`config.mk`:
```
export PLATFORM = sky130hd
export DESIGN_NAME = sasc_device_flat
export DESIGN_NICKNAME = d
export VERILOG_FILES = /design/src/shared/sasc_pkg.sv /design/src/shared/sasc_link_if.sv /design/src/hdl/sasc_sync.sv /design/src/hdl/sasc_device.sv /design/src/flat_wrapper.sv
export SDC_FILE = /design/constraint.sdc
export NUM_CORES = 1
export LEC_CHECK = 0
export BUFFER_PORTS_ARGS = -buffer_cell sky130_fd_sc_hd__buf_4
export CAP_MARGIN = 10
export CORE_MARGIN = 2
export CORE_UTILIZATION = 40
export DETAILED_ROUTE_END_ITERATION = 12
export MAX_ROUTING_LAYER = met4
export PLACE_DENSITY_LB_ADDON = 0.25
export RECOVER_POWER = 100
export SYNTH_ARGS = -nofsm -noshare
export SYNTH_HDL_FRONTEND = slang
export SYNTH_HIERARCHICAL = 1
export SYNTH_SLANG_ARGS = --single-unit
```
`constraint.sdc`:
```
create_clock -name clk -period 5.5 [get_ports clk]
set_input_delay 1.1 -clock clk [delete_from_list [all_inputs] [get_ports clk]]
set_output_delay 1.1 -clock clk [all_outputs]
set_load 0.01 [all_outputs]
```
`src/shared/sasc_pkg.sv`:
```
// shared constants for the short-cycle converter sequencer and its host
package sasc_pkg;
    localparam int          CLK_PERIOD_NS   = 10;
    localparam int          WORD_BITS       = 10;
    localparam int          SHORT_BITS      = 8;
    localparam int          CNT_W           = 4;
    localparam int          DIV_W           = 12;
    localparam int          WAIT_W          = 12;
    localparam int          FULL_TERM_PULSE = WORD_BITS + 1;
    localparam int          SHORT_TERM_PULSE = SHORT_BITS + 1;
    localparam int          CO_HALF_NS      = 1100;
    localparam int          CO_HALF_CYC     = CO_HALF_NS / CLK_PERIOD_NS;
    localparam int          CUT_MIN_NS      = 900;
    localparam int          CUT_MIN_CYC     = (CUT_MIN_NS + CLK_PERIOD_NS - 1) / CLK_PERIOD_NS;
    localparam int          ACQ_NS          = 2000;
    localparam int          ACQ_CYC         = (ACQ_NS + CLK_PERIOD_NS - 1) / CLK_PERIOD_NS;
    localparam int          REQ_NS          = 250;
    localparam int          REQ_CYC         = (REQ_NS + CLK_PERIOD_NS - 1) / CLK_PERIOD_NS;
    localparam logic [9:0]  SPURIOUS_MASK   = 10'h2aa;
    localparam logic [9:0]  RESULT_RST      = 10'h000;
endpackage

```
`src/shared/sasc_link_if.sv`:
```
// link between the converter sequencer and the host that drives it
`timescale 1ns/1ps
`default_nettype none
interface sasc_link_if;
    logic conversionRequest;
    logic wordLengthCut;
    logic externalClockIn;
    logic busy;
    logic bitClockOut;
    logic serialBitOutN;

    modport device_mp (
        input  conversionRequest,
        input  wordLengthCut,
        input  externalClockIn,
        output busy,
        output bitClockOut,
        output serialBitOutN
    );

    modport host_mp (
        output conversionRequest,
        output wordLengthCut,
        input  busy,
        input  bitClockOut,
        input  serialBitOutN
    );
endinterface
`default_nettype wire

```
`src/hdl/sasc_sync.sv`:
```
// two-flop synchroniser for levels arriving from outside the clock domain
`timescale 1ns/1ps
`default_nettype none
module sasc_sync #(
    parameter int WIDTH = 1
) (
    input  wire logic             clk,
    input  wire logic             rstn,
    input  wire logic [WIDTH-1:0] din,
    output logic      [WIDTH-1:0] dout
);
    logic [WIDTH-1:0] meta_ff;
    logic [WIDTH-1:0] sync_ff;

    if (WIDTH < 1) begin : g_chk
        $error("sasc_sync: WIDTH must be at least 1");
    end

    always_ff @(posedge clk or negedge rstn) begin
        if (!rstn) begin
            meta_ff <= '0;
            sync_ff <= '0;
        end else begin
            meta_ff <= din;
            sync_ff <= meta_ff;
        end
    end

    assign dout = sync_ff;
endmodule
`default_nettype wire

```
`src/hdl/sasc_device.sv`:
```
// converter sequencer: word length control, busy flag, bit clock and serial bits
// Operation
// - host holds cut high for full ten bits
// - cut tied low gives eight-bit results
// - host pulls cut low after sampling bit N
// - terminate after bit N at pulse N+1
// - result after odd length is spurious
// - host cut fall in low phase, 900ns
// - cut back high a cycle before reuse
// - cut low at pulse eight forces eight bits
// - idle cut fall terminates next conversion early
// - busy high throughout each conversion
// - host waits 2us after busy falls
// - request pulse starts a conversion
// - bits resolved msb first to lsb
// - serial bit at bit clock rise, low means one
// - request still high restarts immediately
`timescale 1ns/1ps
`default_nettype none
module sasc_device #(
    parameter int CO_HALF_P = sasc_pkg::CO_HALF_CYC
) (
    input  wire logic                          clk,
    input  wire logic                          rstn,
    sasc_link_if.device_mp                     link,
    input  wire logic                          useExtClk,
    input  wire logic [sasc_pkg::WORD_BITS-1:0] sampleValue,
    output logic      [sasc_pkg::WORD_BITS-1:0] resultData,
    output logic      [sasc_pkg::CNT_W-1:0]     resultLen,
    output logic                               resultValid,
    output logic                               resultSpurious
);
    import sasc_pkg::*;

    typedef enum logic {ST_IDLE, ST_RUN} sasc_dev_state_t;

    if (CO_HALF_P < 2 || CO_HALF_P >= (1 << DIV_W)) begin : g_chk
        $error("sasc_device: CO_HALF_P out of range");
    end

    function automatic int unsigned bitIdx(input logic [CNT_W-1:0] pulse);
        bitIdx = WORD_BITS - int'(pulse);
    endfunction

    logic reqS;
    logic cutS;
    logic xclS;

    sasc_sync #(.WIDTH(3)) u_sync (
        .clk  (clk),
        .rstn (rstn),
        .din  ({link.conversionRequest, link.wordLengthCut, link.externalClockIn}),
        .dout ({reqS, cutS, xclS})
    );

    // internal bit clock divider, free running so its phase never glitches
    logic [DIV_W-1:0] divCnt_ff;
    logic [DIV_W-1:0] nxt_divCnt;
    logic             intPhase_ff;
    logic             nxt_intPhase;
    logic             phasePrev_ff;
    logic             nxt_phasePrev;
    logic             phase;
    logic             rise;

    always_comb begin
        nxt_divCnt   = divCnt_ff + DIV_W'(1);
        nxt_intPhase = intPhase_ff;
        if (divCnt_ff == DIV_W'(CO_HALF_P - 1)) begin
            nxt_divCnt   = '0;
            nxt_intPhase = ~intPhase_ff;
        end
        phase         = useExtClk ? xclS : intPhase_ff;
        nxt_phasePrev = phase;
        rise          = phase & ~phasePrev_ff;
    end

    always_ff @(posedge clk or negedge rstn) begin
        if (!rstn) begin
            divCnt_ff    <= '0;
            intPhase_ff  <= 1'b0;
            phasePrev_ff <= 1'b0;
        end else begin
            divCnt_ff    <= nxt_divCnt;
            intPhase_ff  <= nxt_intPhase;
            phasePrev_ff <= nxt_phasePrev;
        end
    end

    // sequencer
    sasc_dev_state_t           state_ff;
    sasc_dev_state_t           nxt_state;
    logic [CNT_W-1:0]          pulseCnt_ff;
    logic [CNT_W-1:0]          nxt_pulseCnt;
    logic                      busy_ff;
    logic                      nxt_busy;
    logic                      bitOutN_ff;
    logic                      nxt_bitOutN;
    logic                      bitClk_ff;
    logic                      nxt_bitClk;
    logic [WORD_BITS-1:0]      word_ff;
    logic [WORD_BITS-1:0]      nxt_word;
    logic [WORD_BITS-1:0]      acc_ff;
    logic [WORD_BITS-1:0]      nxt_acc;
    logic                      cutPrev_ff;
    logic                      nxt_cutPrev;
    logic                      cutPend_ff;
    logic                      nxt_cutPend;
    logic                      spurNext_ff;
    logic                      nxt_spurNext;
    logic                      curSpur_ff;
    logic                      nxt_curSpur;
    logic [WORD_BITS-1:0]      resData_ff;
    logic [WORD_BITS-1:0]      nxt_resData;
    logic [CNT_W-1:0]          resLen_ff;
    logic [CNT_W-1:0]          nxt_resLen;
    logic                      resValid_ff;
    logic                      nxt_resValid;
    logic                      resSpur_ff;
    logic                      nxt_resSpur;
    logic [CNT_W-1:0]          pulseNext;
    logic                      term;

    always_comb begin
        nxt_state    = state_ff;
        nxt_pulseCnt = pulseCnt_ff;
        nxt_busy     = busy_ff;
        nxt_bitOutN  = bitOutN_ff;
        nxt_word     = word_ff;
        nxt_acc      = acc_ff;
        nxt_cutPrev  = cutS;
        nxt_cutPend  = cutPend_ff;
        nxt_spurNext = spurNext_ff;
        nxt_curSpur  = curSpur_ff;
        nxt_resData  = resData_ff;
        nxt_resLen   = resLen_ff;
        nxt_resValid = 1'b0;
        nxt_resSpur  = resSpur_ff;
        pulseNext    = pulseCnt_ff + CNT_W'(1);
        term         = 1'b0;
        unique case (state_ff)
            ST_IDLE: begin
                if (reqS) begin
                    nxt_state    = ST_RUN;
                    nxt_busy     = 1'b1;
                    nxt_pulseCnt = '0;
                    nxt_acc      = '0;
                    // the word after an odd length comes out corrupted
                    nxt_word     = spurNext_ff ? (sampleValue ^ SPURIOUS_MASK) : sampleValue;
                    nxt_curSpur  = spurNext_ff;
                    nxt_spurNext = 1'b0;
                end
            end
            ST_RUN: begin
                if (rise) begin
                    term = cutPend_ff
                        | (pulseNext == CNT_W'(SHORT_TERM_PULSE) && !cutS)
                        | (pulseNext == CNT_W'(FULL_TERM_PULSE));
                    if (term) begin
                        nxt_state    = ST_IDLE;
                        nxt_busy     = 1'b0;
                        nxt_bitOutN  = 1'b1;
                        nxt_cutPend  = 1'b0;
                        nxt_resData  = acc_ff;
                        nxt_resLen   = pulseCnt_ff;
                        nxt_resValid = 1'b1;
                        nxt_resSpur  = curSpur_ff;
                        nxt_spurNext = pulseCnt_ff[0];
                    end else begin
                        nxt_pulseCnt = pulseNext;
                        nxt_bitOutN  = ~word_ff[bitIdx(pulseNext)];
                        nxt_acc[bitIdx(pulseNext)] = word_ff[bitIdx(pulseNext)];
                    end
                end
            end
        endcase
        // a cut edge wins over the clear above, even while idle
        if (cutPrev_ff && !cutS) begin
            nxt_cutPend = 1'b1;
        end
        // the clock is shown only from the first counted pulse, so no runt appears
        nxt_bitClk = nxt_busy && (nxt_pulseCnt != '0) && phase;
    end

    always_ff @(posedge clk or negedge rstn) begin
        if (!rstn) begin
            state_ff    <= ST_IDLE;
            pulseCnt_ff <= '0;
            busy_ff     <= 1'b0;
            bitOutN_ff  <= 1'b1;
            bitClk_ff   <= 1'b0;
            word_ff     <= RESULT_RST;
            acc_ff      <= RESULT_RST;
            cutPrev_ff  <= 1'b0;
            cutPend_ff  <= 1'b0;
            spurNext_ff <= 1'b0;
            curSpur_ff  <= 1'b0;
            resData_ff  <= RESULT_RST;
            resLen_ff   <= '0;
            resValid_ff <= 1'b0;
            resSpur_ff  <= 1'b0;
        end else begin
            state_ff    <= nxt_state;
            pulseCnt_ff <= nxt_pulseCnt;
            busy_ff     <= nxt_busy;
            bitOutN_ff  <= nxt_bitOutN;
            bitClk_ff   <= nxt_bitClk;
            word_ff     <= nxt_word;
            acc_ff      <= nxt_acc;
            cutPrev_ff  <= nxt_cutPrev;
            cutPend_ff  <= nxt_cutPend;
            spurNext_ff <= nxt_spurNext;
            curSpur_ff  <= nxt_curSpur;
            resData_ff  <= nxt_resData;
            resLen_ff   <= nxt_resLen;
            resValid_ff <= nxt_resValid;
            resSpur_ff  <= nxt_resSpur;
        end
    end

    assign link.busy          = busy_ff;
    assign link.bitClockOut   = bitClk_ff;
    assign link.serialBitOutN = bitOutN_ff;
    assign resultData         = resData_ff;
    assign resultLen          = resLen_ff;
    assign resultValid        = resValid_ff;
    assign resultSpurious     = resSpur_ff;
endmodule
`default_nettype wire

```
`src/flat_wrapper.sv`:
```
// flat-port wrapper written by rule: the top's interface ports become plain ports
module sasc_device_flat import sasc_pkg::*;
#(
    parameter int CO_HALF_P = sasc_pkg::CO_HALF_CYC
)
  (clk, rstn, useExtClk, sampleValue, resultData, resultLen, resultValid, resultSpurious, link_conversionRequest, link_wordLengthCut, link_externalClockIn, link_busy, link_bitClockOut, link_serialBitOutN);
  sasc_link_if link_i ();
  input  wire logic clk;
  input  wire logic rstn;
  input  wire logic useExtClk;
  input  wire logic [sasc_pkg::WORD_BITS-1:0] sampleValue;
  output logic      [sasc_pkg::WORD_BITS-1:0] resultData;
  output logic      [sasc_pkg::CNT_W-1:0] resultLen;
  output logic resultValid;
  output logic resultSpurious;
  input wire logic [$bits(link_i.conversionRequest)-1:0] link_conversionRequest;
  input wire logic [$bits(link_i.wordLengthCut)-1:0] link_wordLengthCut;
  input wire logic [$bits(link_i.externalClockIn)-1:0] link_externalClockIn;
  output wire logic [$bits(link_i.busy)-1:0] link_busy;
  output wire logic [$bits(link_i.bitClockOut)-1:0] link_bitClockOut;
  output wire logic [$bits(link_i.serialBitOutN)-1:0] link_serialBitOutN;
  assign link_i.conversionRequest = link_conversionRequest;
  assign link_i.wordLengthCut = link_wordLengthCut;
  assign link_i.externalClockIn = link_externalClockIn;
  assign link_busy = link_i.busy;
  assign link_bitClockOut = link_i.bitClockOut;
  assign link_serialBitOutN = link_i.serialBitOutN;
  sasc_device #(.CO_HALF_P(CO_HALF_P)) u_core (.clk(clk), .rstn(rstn), .link(link_i), .useExtClk(useExtClk), .sampleValue(sampleValue), .resultData(resultData), .resultLen(resultLen), .resultValid(resultValid), .resultSpurious(resultSpurious));
endmodule
```
# == Word level (Yosys, flattened, before mapping) ==
# Index checks and enable logic that the tools add are counted.
# W data, S select, Z words.
# word_totals
ff_bits,68
in_bits,16
output_inout_bits,19
elab_cells,92
# classes
add_sub_neg,3
magnitude_cmp,2
n_eq_ne,7
n_mux,36
bitwise,8
reduce_logical,16
# ops
cell,n
$mux W10,4
$ge A32 B1 Y1 const B,1
$lt A32 B5 Y1 const B,1
$mux W1,20
$pmux W10 S2,1
$add A12 B1 Y12 const B,1
$eq A12 B7 Y1 const B,1
$mux W12,1
$mux W4,3
$reduce_and A3 Y1,4
$bwmux W10,1
$eq A4 B4 Y1 const B,2
$pmux W4 S2,1
$ne A2 B2 Y1 const B,3
$pmux W1 S2,3
$reduce_bool A2 Y1,3
$logic_and A1 B1 Y1,5
$not A5 Y5,1
$sub A4 B4 Y5 const A,1
$add A4 B1 Y4 const B,1
$bmux W1 S4,1
$demux W1 S4,1
$not A1 Y1,4
$reduce_and A2 Y1,2
5 further kinds,6

# == Logic depth before layout (Yosys ltp) ==
# Gate-level depths: netlist of the first run.
# logic_depth
ltp_word,11
mapped_depth,9
depth_no_buf,7

# == Cells and area by module ==
# The synthesis of the first run kept the hierarchy.
# by_module_without_submodules
module,instances,cells_per_inst,area_each_um2,seq_area_each_um2
sasc_device,1,275,3026.7,1552.7
sasc_sync,1,6,150.1,150.1

# == Worst setup path after synthesis of the first run ==
# OpenSTA, ideal clock, no wires.
# synth_path
path_type,input port to flip-flop
startpoint,in useExtClk
endpoint,reg u_core.acc_ff[4]
setup_ns,0.081
arrival_time_ns,2.208
required_time_ns,5.419
setup_slack_ns,3.212
stages,7
path_buffers,1
path_cell_list,mux2i_1 > inv_1 > and2_1 > nand2_1 > buf_6 > nor4_2 > mux2i_1
# synth_between
elab_chain_cells,4
# synth_lines
item,line,text
start: declaration,flat_wrapper.sv:10,input wire logic useExtClk;
$mux W1,sasc_device.sv:73,phase = useExtClk ? xclS : intPhase_ff;
net u_core.nxt_phasePrev,sasc_device.sv:62,logic nxt_phasePrev;
$and A1 B1 Y1,sasc_device.sv:75,rise = phase & ~phasePrev_ff;
$ne A2 B1 Y1 (no line),--,
$reduce_and A3 Y1 (no line),--,
end signal: assignment,sasc_device.sv:209,acc_ff <= nxt_acc;
end: declaration,sasc_device.sv:103,logic [WORD_BITS-1:0] acc_ff;
# The timed path passes the listed nets, and every way through them passes these cells.
# A chain may end at the register's enable or synchronous reset.

# == Worst setup path in the final report of the first run ==
# layout_path
startpoint,reg u_core.pulseCnt_ff[0]
endpoint,reg u_core.bitClk_ff (netlist: u_core/link.bitClockOut)
# layout_between
elab_chain_cells,11
elab_cells_between_ends,16
classes_between,add/sub (1); eq/ne (2); mux (7); bitwise (2); reduce/logical (4)
# layout_lines
item,line,text
start: declaration,sasc_device.sv:93,logic [CNT_W-1:0] pulseCnt_ff;
start signal: assignment,sasc_device.sv:204,pulseCnt_ff <= nxt_pulseCnt;
$add A4 B1 Y4,sasc_device.sv:139,pulseNext = pulseCnt_ff + CNT_W'(1);
$eq A4 B4 Y1,sasc_device.sv:157,| (pulseNext == CNT_W'(SHORT_TERM_PULSE) && !cutS)
$logic_and A1 B1 Y1,sasc_device.sv:157,
$or A1 B1 Y1,sasc_device.sv:157,
$or A1 B1 Y1,sasc_device.sv:158,| (pulseNext == CNT_W'(FULL_TERM_PULSE));
$mux W4,sasc_device.sv:159,if (term) begin
$mux W4,sasc_device.sv:155,if (rise) begin
$pmux W4 S2,sasc_device.sv:141,unique case (state_ff)
$reduce_bool A4 Y1,sasc_device.sv:182,nxt_bitClk = nxt_busy && (nxt_pulseCnt != '0) && phase;
$logic_and A1 B1 Y1 * (2 in series),sasc_device.sv:182,
net u_core.nxt_bitClk,sasc_device.sv:100,logic nxt_bitClk;
end signal: assignment,sasc_device.sv:207,bitClk_ff <= nxt_bitClk;
end: declaration,sasc_device.sv:99,logic bitClk_ff;
# The timed path passes the listed nets; every way through them passes the cells marked *.

==> results of run 1 <==
-- cell families (layout without fill, tap and decap cells) --
logic type                 Yosys count  in the layout  share of synthesized area
and+or+nand+nor                    101            101                      0.175
DFF                                 68             68                      0.536
muxes                               30             30                      0.102
AOI/OAI and AO/OA                   29             29                     0.0595
buffers and inverters               26             65                     0.0390
xor gates and xnor gates            17             17                     0.0492
adders and majority gates           10             10                     0.0394
-- layer usage --
metal / track usage / wire (um) / up-vias
met4: 0.0846 / 152 / 0
met5: - / 0 / -
li1: - / - / 1033
met3: 0.0419 / 275 / 15
met2: 0.217 / 2670 / 41
met1: 0.203 / 2810 / 992
-- power breakdown --
group          switching [mW]  internal, mW
Sequential             0.0724         0.594
Combinational           0.219         0.158
Clock                   0.188         0.220
-- cells in the final DEF (no fill, tap or decap), drive strengths merged, types with 4 or more instances in the layout --
cell type	synthesis	final
dfrtp	67	67
nand2	48	48
clkbuf	6	32
mux2i	15	15
mux2	15	15
inv	14	14
xnor2	14	14
buf	6	13
o21ai	13	13
nor2	12	12
ha	10	10
nor4	9	9
nand3	6	6
nor4b	5	5
and3	5	5
a31oi	4	4
-- cell type report --
cell class	instances	area, um2
tap	102	128
inverter	14	52.6
clock buffer	10	138
timing repair buffer	35	191
clock inverter	6	63.8
sequential	68	1700
multi-input combinational	187	1290
fill	728	4170
-- per-stage QoR --
step           setup WS [ps]  cell area, um2  power [mW]   util
5_1_grt                 2190            3560        1.55  0.461
2_1_floorplan           3210            3180       0.958      -
3_5_place_dp            2440            3500        1.11  0.453
4_1_cts                 2410            3700        1.52  0.479
6_report                2440            3560        1.45  0.461
3_3_place_gp            2560            3500        1.10  0.453
-- sequential cells by signal, summed over array words and instances (netlist names) --
name	flops
u_core/pulseCnt_ff	4
u_core/acc_ff	10
u_core/resultSpurious	1
u_core/state_ff	1
u_core/curSpur_ff	1
u_core/resultLen	4
u_core/word_ff	10
u_core/resultValid	1
u_core/link.busy	1
u_core/link.serialBitOutN	1
u_core/intPhase_ff	1
u_core/u_sync/meta_ff	3
u_core/spurNext_ff	1
u_core/resultData	10
u_core/phasePrev_ff	1
u_core/cutPend_ff	1
u_core/cutPrev_ff	1
u_core/divCnt_ff	12
u_core/link.bitClockOut	1
u_core/u_sync/dout	3
-- how the worst max path moves through the flow --
stage	start	endpoint	slack, ps	cells past startpoint
global route	u_core/pulseCnt_ff[0]	u_core/link.bitClockOut	2190	7
finish	u_core/pulseCnt_ff[0]	u_core/link.bitClockOut	2440	7
floorplan	useExtClk	u_core/acc_ff[4]	3210	7
detailed placement	u_core/pulseCnt_ff[0]	u_core/link.bitClockOut	2440	7
global placement	u_core/pulseCnt_ff[0]	u_core/link.bitClockOut	2560	7
CTS	u_core/pulseCnt_ff[0]	u_core/link.bitClockOut	2410	7
-- worst register-to-register path, stage by stage, from the launching register on --
cell and delay, ps:
dfrtp_1 690, inv_1 260, ha_1 270, nor2b_1 160, o221a_2 290, o21ai_2 770, a21oi_1 200, a311oi_1 310
==> results.sh, run 1 <==
export IMPL_initial_core_util=0.411
export IMPL_min_path_type="reg -> reg"
export IMPL_dp_hpwl_um=4010
export IMPL_cts_setup_buffers=0
export IMPL_r2r_cells=7
export IMPL_leakage_nw=1.64
export IMPL_yosysUniqueCellTypes=48
export IMPL_htreeDepth=3
export IMPL_route_detailed_drc=0
export IMPL_postSynthAreaPerCell_um2=11.3
export IMPL_setup_tns_ps=0
export IMPL_fin_nets=341
export IMPL_cpMaxStageDelayCell="o21ai_2"
export IMPL_vias=2081
export IMPL_fin_skew_ps=10.7
export IMPL_setup_viol_count_final=0
export IMPL_gr_total_overflow=0
export IMPL_drtIter0Drc=215
export IMPL_period_needed_ps=3060
export IMPL_rrSetupSlack_ps=2440
export IMPL_ios=35
export IMPL_final_antenna_net_count=0
export IMPL_fin_crit_sh=0.557
export IMPL_rows=32
export IMPL_powerDensity_nw_per_um2=407
export IMPL_die_area_um2=8670
export IMPL_cts_resized=0
export IMPL_status="complete, no violations"
export IMPL_synthArstFlopShare=1.00
export IMPL_syn_nets=307
export IMPL_syn_instance_count=281
export IMPL_slew_headroom=0.251
export IMPL_grt_pass1_vias=2051
export IMPL_critical_path_class="reg -> reg"
export IMPL_place_congestion=0.926
export IMPL_critPathBufInv=1
export IMPL_die_height_um=93.1
export IMPL_synth_common_cells="67 x dfrtp_1, 48 x nand2_1, 15 x mux2i_1"
export IMPL_min_path_cells=0
export IMPL_critPathMaxFanout=21
export IMPL_path_delay_family="compound AO/OA/AOI/OAI gates"
export IMPL_grt_setup_unrepaired="false"
export IMPL_clk_pin_slew_ps=70
export IMPL_coreArea_um2=7730
export IMPL_end_kind="flip-flop"
export IMPL_synth_edf_count=0
export IMPL_arrival_ps=3300
export IMPL_worst_skew_pair_late_latency_ps=350
export IMPL_synth_top_cell_by_area="dfrtp_1"
export IMPL_whs_endpoint="u_core/u_sync/dout[0]"
export IMPL_yosys_warnings=6
export IMPL_syn_area_um2=3180
export IMPL_critPathLaunchType="flip-flop"
export IMPL_dpl_cell_count=406
export IMPL_synth_area_leaders="dfrtp_1 53%, nand2_1 5.7%, mux2_2 5.0%"
export IMPL_grt_usage=0.154
export IMPL_cts_tree="done"
export IMPL_grt_pass1_wl_um=9850
export IMPL_layout_drive_gt1_share=0.169
export IMPL_fmax_ghz=0.327
export IMPL_peakVddDrop_uv=212
export IMPL_cap_violations=0
export IMPL_r2r_end="u_core/link.bitClockOut"
export IMPL_synth_seq_cells=68
export IMPL_diodes=0
export IMPL_ys_flop_type="dfrtp_1"
export IMPL_drt_total_wl_um=5910
export IMPL_cp_required_ps=5730
export IMPL_fin_cells=422
export IMPL_synth_top_area_share=0.528
export IMPL_synth_most_common_cell="dfrtp_1"
export IMPL_crit_chain="inv_1, ha_1, nor2b_1, o221a_2, o21ai_2, a21oi_1, a311oi_1"
export IMPL_ys_seq_area_frac=0.536
export IMPL_cts_sinks=68
export IMPL_fp_dieW_um=93.1
export IMPL_final_hold_viol_count=0
export IMPL_wl_per_cell_um=14.0
export IMPL_via_per_inst=4.93
export IMPL_grt_max_degree=69
export IMPL_worstMarginPinSlew_ps=1120
export IMPL_fin_hold_ws_ps=353
export IMPL_cts_made_buffers=9
export IMPL_worstReg2RegStart="u_core/pulseCnt_ff[0]"
export IMPL_firstDrtPassIters=4
export IMPL_slowest_delay_ps=770
export IMPL_port_buffers=34
export IMPL_holdBufCountCts=0
export IMPL_clock_root_buffer="clkbuf_8"
export IMPL_antenna_found_initial=0
export IMPL_worstHoldStart="u_core/u_sync/meta_ff[0]"
export IMPL_area_delta_synth_final_pct=12.1
export IMPL_clock_path_buffers=2
export IMPL_slew_viol_final=0
Power figures use the tool's default switching activity.
==> run 2, diff against run 1 <==
Clock period 5.5 ns to 3.1 ns, I/O delays scaled along.
==> results.sh, run 2 (same netlist as run 1, synthesis figures left out) <==
export IMPL_status="finished, violations left"
export IMPL_violations="max-capacitance violations, max-slew violations"
export IMPL_fmax_ghz=0.372
export IMPL_placed_area_um2=3520
export IMPL_final_cell_mix="67 x dfrtp_1, 48 x nand2_1, 23 x clkbuf_1"
export IMPL_drtIter0Drc=202
export IMPL_setup_worst_path_start="u_core/pulseCnt_ff[0]"
export IMPL_fp_dieW_um=93.1
export IMPL_cts_tree="done"
export IMPL_drt_total_wl_um=6120
export IMPL_fin_cells=423
export IMPL_critical_path_class="reg -> reg"
export IMPL_multiInputGateArea_um2=1280
export IMPL_gr_total_overflow=0
export IMPL_grt_usage=0.155
export IMPL_whs_endpoint="u_core/u_sync/dout[0]"
export IMPL_die_height_um=93.1
export IMPL_arrival_ps=2900
export IMPL_worst_skew_pair_late_latency_ps=340
export IMPL_cp_required_ps=3320
export IMPL_r2r_cells=7
export IMPL_cts_setup_buffers=0
export IMPL_critPathMaxFanout=12
export IMPL_stdcell_area_um2=3550
export IMPL_grt_setup_unrepaired="false"
export IMPL_htreeDepth=3
export IMPL_clock_root_buffer="clkbuf_8"
export IMPL_dp_hpwl_um=4170
export IMPL_grt_pass1_vias=2019
export IMPL_end_kind="flip-flop"
export IMPL_powerDensity_nw_per_um2=713
export IMPL_holdBufCountCts=0
export IMPL_rrSetupSlack_ps=410
export IMPL_top_register="u_core/divCnt_ff"
export IMPL_min_path_cells=0
export IMPL_fin_skew_ps=10.8
export IMPL_firstDrtPassIters=4
export IMPL_final_hold_viol_count=0
export IMPL_area_delta_synth_final_pct=11.7
export IMPL_min_path_type="reg -> reg"
export IMPL_cts_made_buffers=9
export IMPL_worstReg2RegStart="u_core/pulseCnt_ff[0]"
export IMPL_leakage_nw=1.64
export IMPL_layout_drive_gt1_share=0.156
export IMPL_via_per_inst=4.91
export IMPL_seq_area_um2=1700
export IMPL_antenna_found_initial=0
export IMPL_finalWorstSetupSlack_ps=413
export IMPL_fin_hold_ws_ps=349
export IMPL_grt_pass1_wl_um=9960
export IMPL_route_detailed_drc=0
export IMPL_setup_tns_ps=0
export IMPL_slew_headroom=-0.104
export IMPL_fin_crit_sh=0.867
export IMPL_grt_max_degree=69
export IMPL_place_ws_ps=120
export IMPL_slew_viol_final=69
export IMPL_diodes=0
export IMPL_ios=35
export IMPL_coreArea_um2=7730
export IMPL_r2r_end="u_core/resultData[8]"
export IMPL_rows=32
export IMPL_cts_resized=0
export IMPL_final_antenna_net_count=0
export IMPL_clk_pin_slew_ps=70
export IMPL_worstHoldStart="u_core/u_sync/meta_ff[0]"
export IMPL_cts_sinks=68
export IMPL_setup_viol_count_final=0
export IMPL_period_needed_ps=2690
export IMPL_wl_per_cell_um=14.5
export IMPL_fin_nets=345
export IMPL_cap_violations=1
export IMPL_worstMarginPinSlew_ps=1660
export IMPL_initial_core_util=0.411
export IMPL_clock_path_buffers=2
export IMPL_peakVddDrop_uv=375
export IMPL_vias=2076
export IMPL_dpl_cell_count=409
export IMPL_place_congestion=0.850
export IMPL_die_area_um2=8670
export IMPL_fillers=783
export IMPL_largest_reg_flops=12
export IMPL_final_common_cell="dfrtp_1"
export IMPL_critPathLaunchType="flip-flop"
export IMPL_port_buffers=34
## run 2: changes by cell type in the layout (fill, tap and decap cells not counted)
| cell | delta |
|---|---|
| clkbuf_1 | +4 |
| clkinvlp_4 | -2 |
| buf_4 | -1 |
| clkbuf_2 | +1 |
| clkinv_4 | -1 |
| mux2_1 | +1 |
| mux2_4 | -1 |
| nor3_1 | -1 |
| nor3_2 | +1 |
| o21ai_0 | +1 |
| o21ai_2 | -1 |
## run 2: cell type report
type,count,share of cell area
Sequential cell,68,0.480
Multi-Input combinational cell,187,0.362
Timing Repair Buffer,39,0.0575
Clock buffer,10,0.0388
Tap cell,102,0.0360
Inverter,14,0.0148
Clock inverter,3,0.0113
## run 2: critical path, stage by stage (launching register included)
cell and delay (ps):
dfrtp_1 510, inv_1 210, ha_1 240, nor2b_1 160, o221a_2 290, o21ai_0 220
clkbuf_1 530, mux2_2 410
## run 2: power by group
| group | switching (mW) | internal [mW] |
|---|---|---|
| clock network | 0.307 | 0.377 |
| logic | 0.404 | 0.268 |
| registers | 0.121 | 1.05 |
## run 2: layer usage
layer,GRT usage,vias up,part of all wire
met5,-,-,0
met4,0.0723,0,0.015
met3,0.0411,9,0.041
met2,0.219,39,0.46
met1,0.210,997,0.49
li1,-,1031,-
## run 2: how the worst max path moves through the flow
stage | endpoint | slack, ps | cells past startpoint
after CTS | u_core/acc_ff[8] | 120 | 7
after global routing | u_core/acc_ff[0] | 220 | 8
after detailed placement | u_core/acc_ff[9] | 120 | 7
final | u_core/resultData[8] | 410 | 7
after global placement | u_core/acc_ff[8] | 190 | 7
after floorplan | u_core/acc_ff[4] | 930 | 9
## run 2: per-stage QoR
| stage | power (mW) | utilization |
|---|---|---|
| after CTS | 2.65 | 0.479 |
| after global placement | 1.95 | 0.456 |
| after global routing | 2.69 | 0.459 |
| after detailed placement | 1.96 | 0.456 |
| after floorplan | 1.70 | - |
| final | 2.53 | 0.459 |
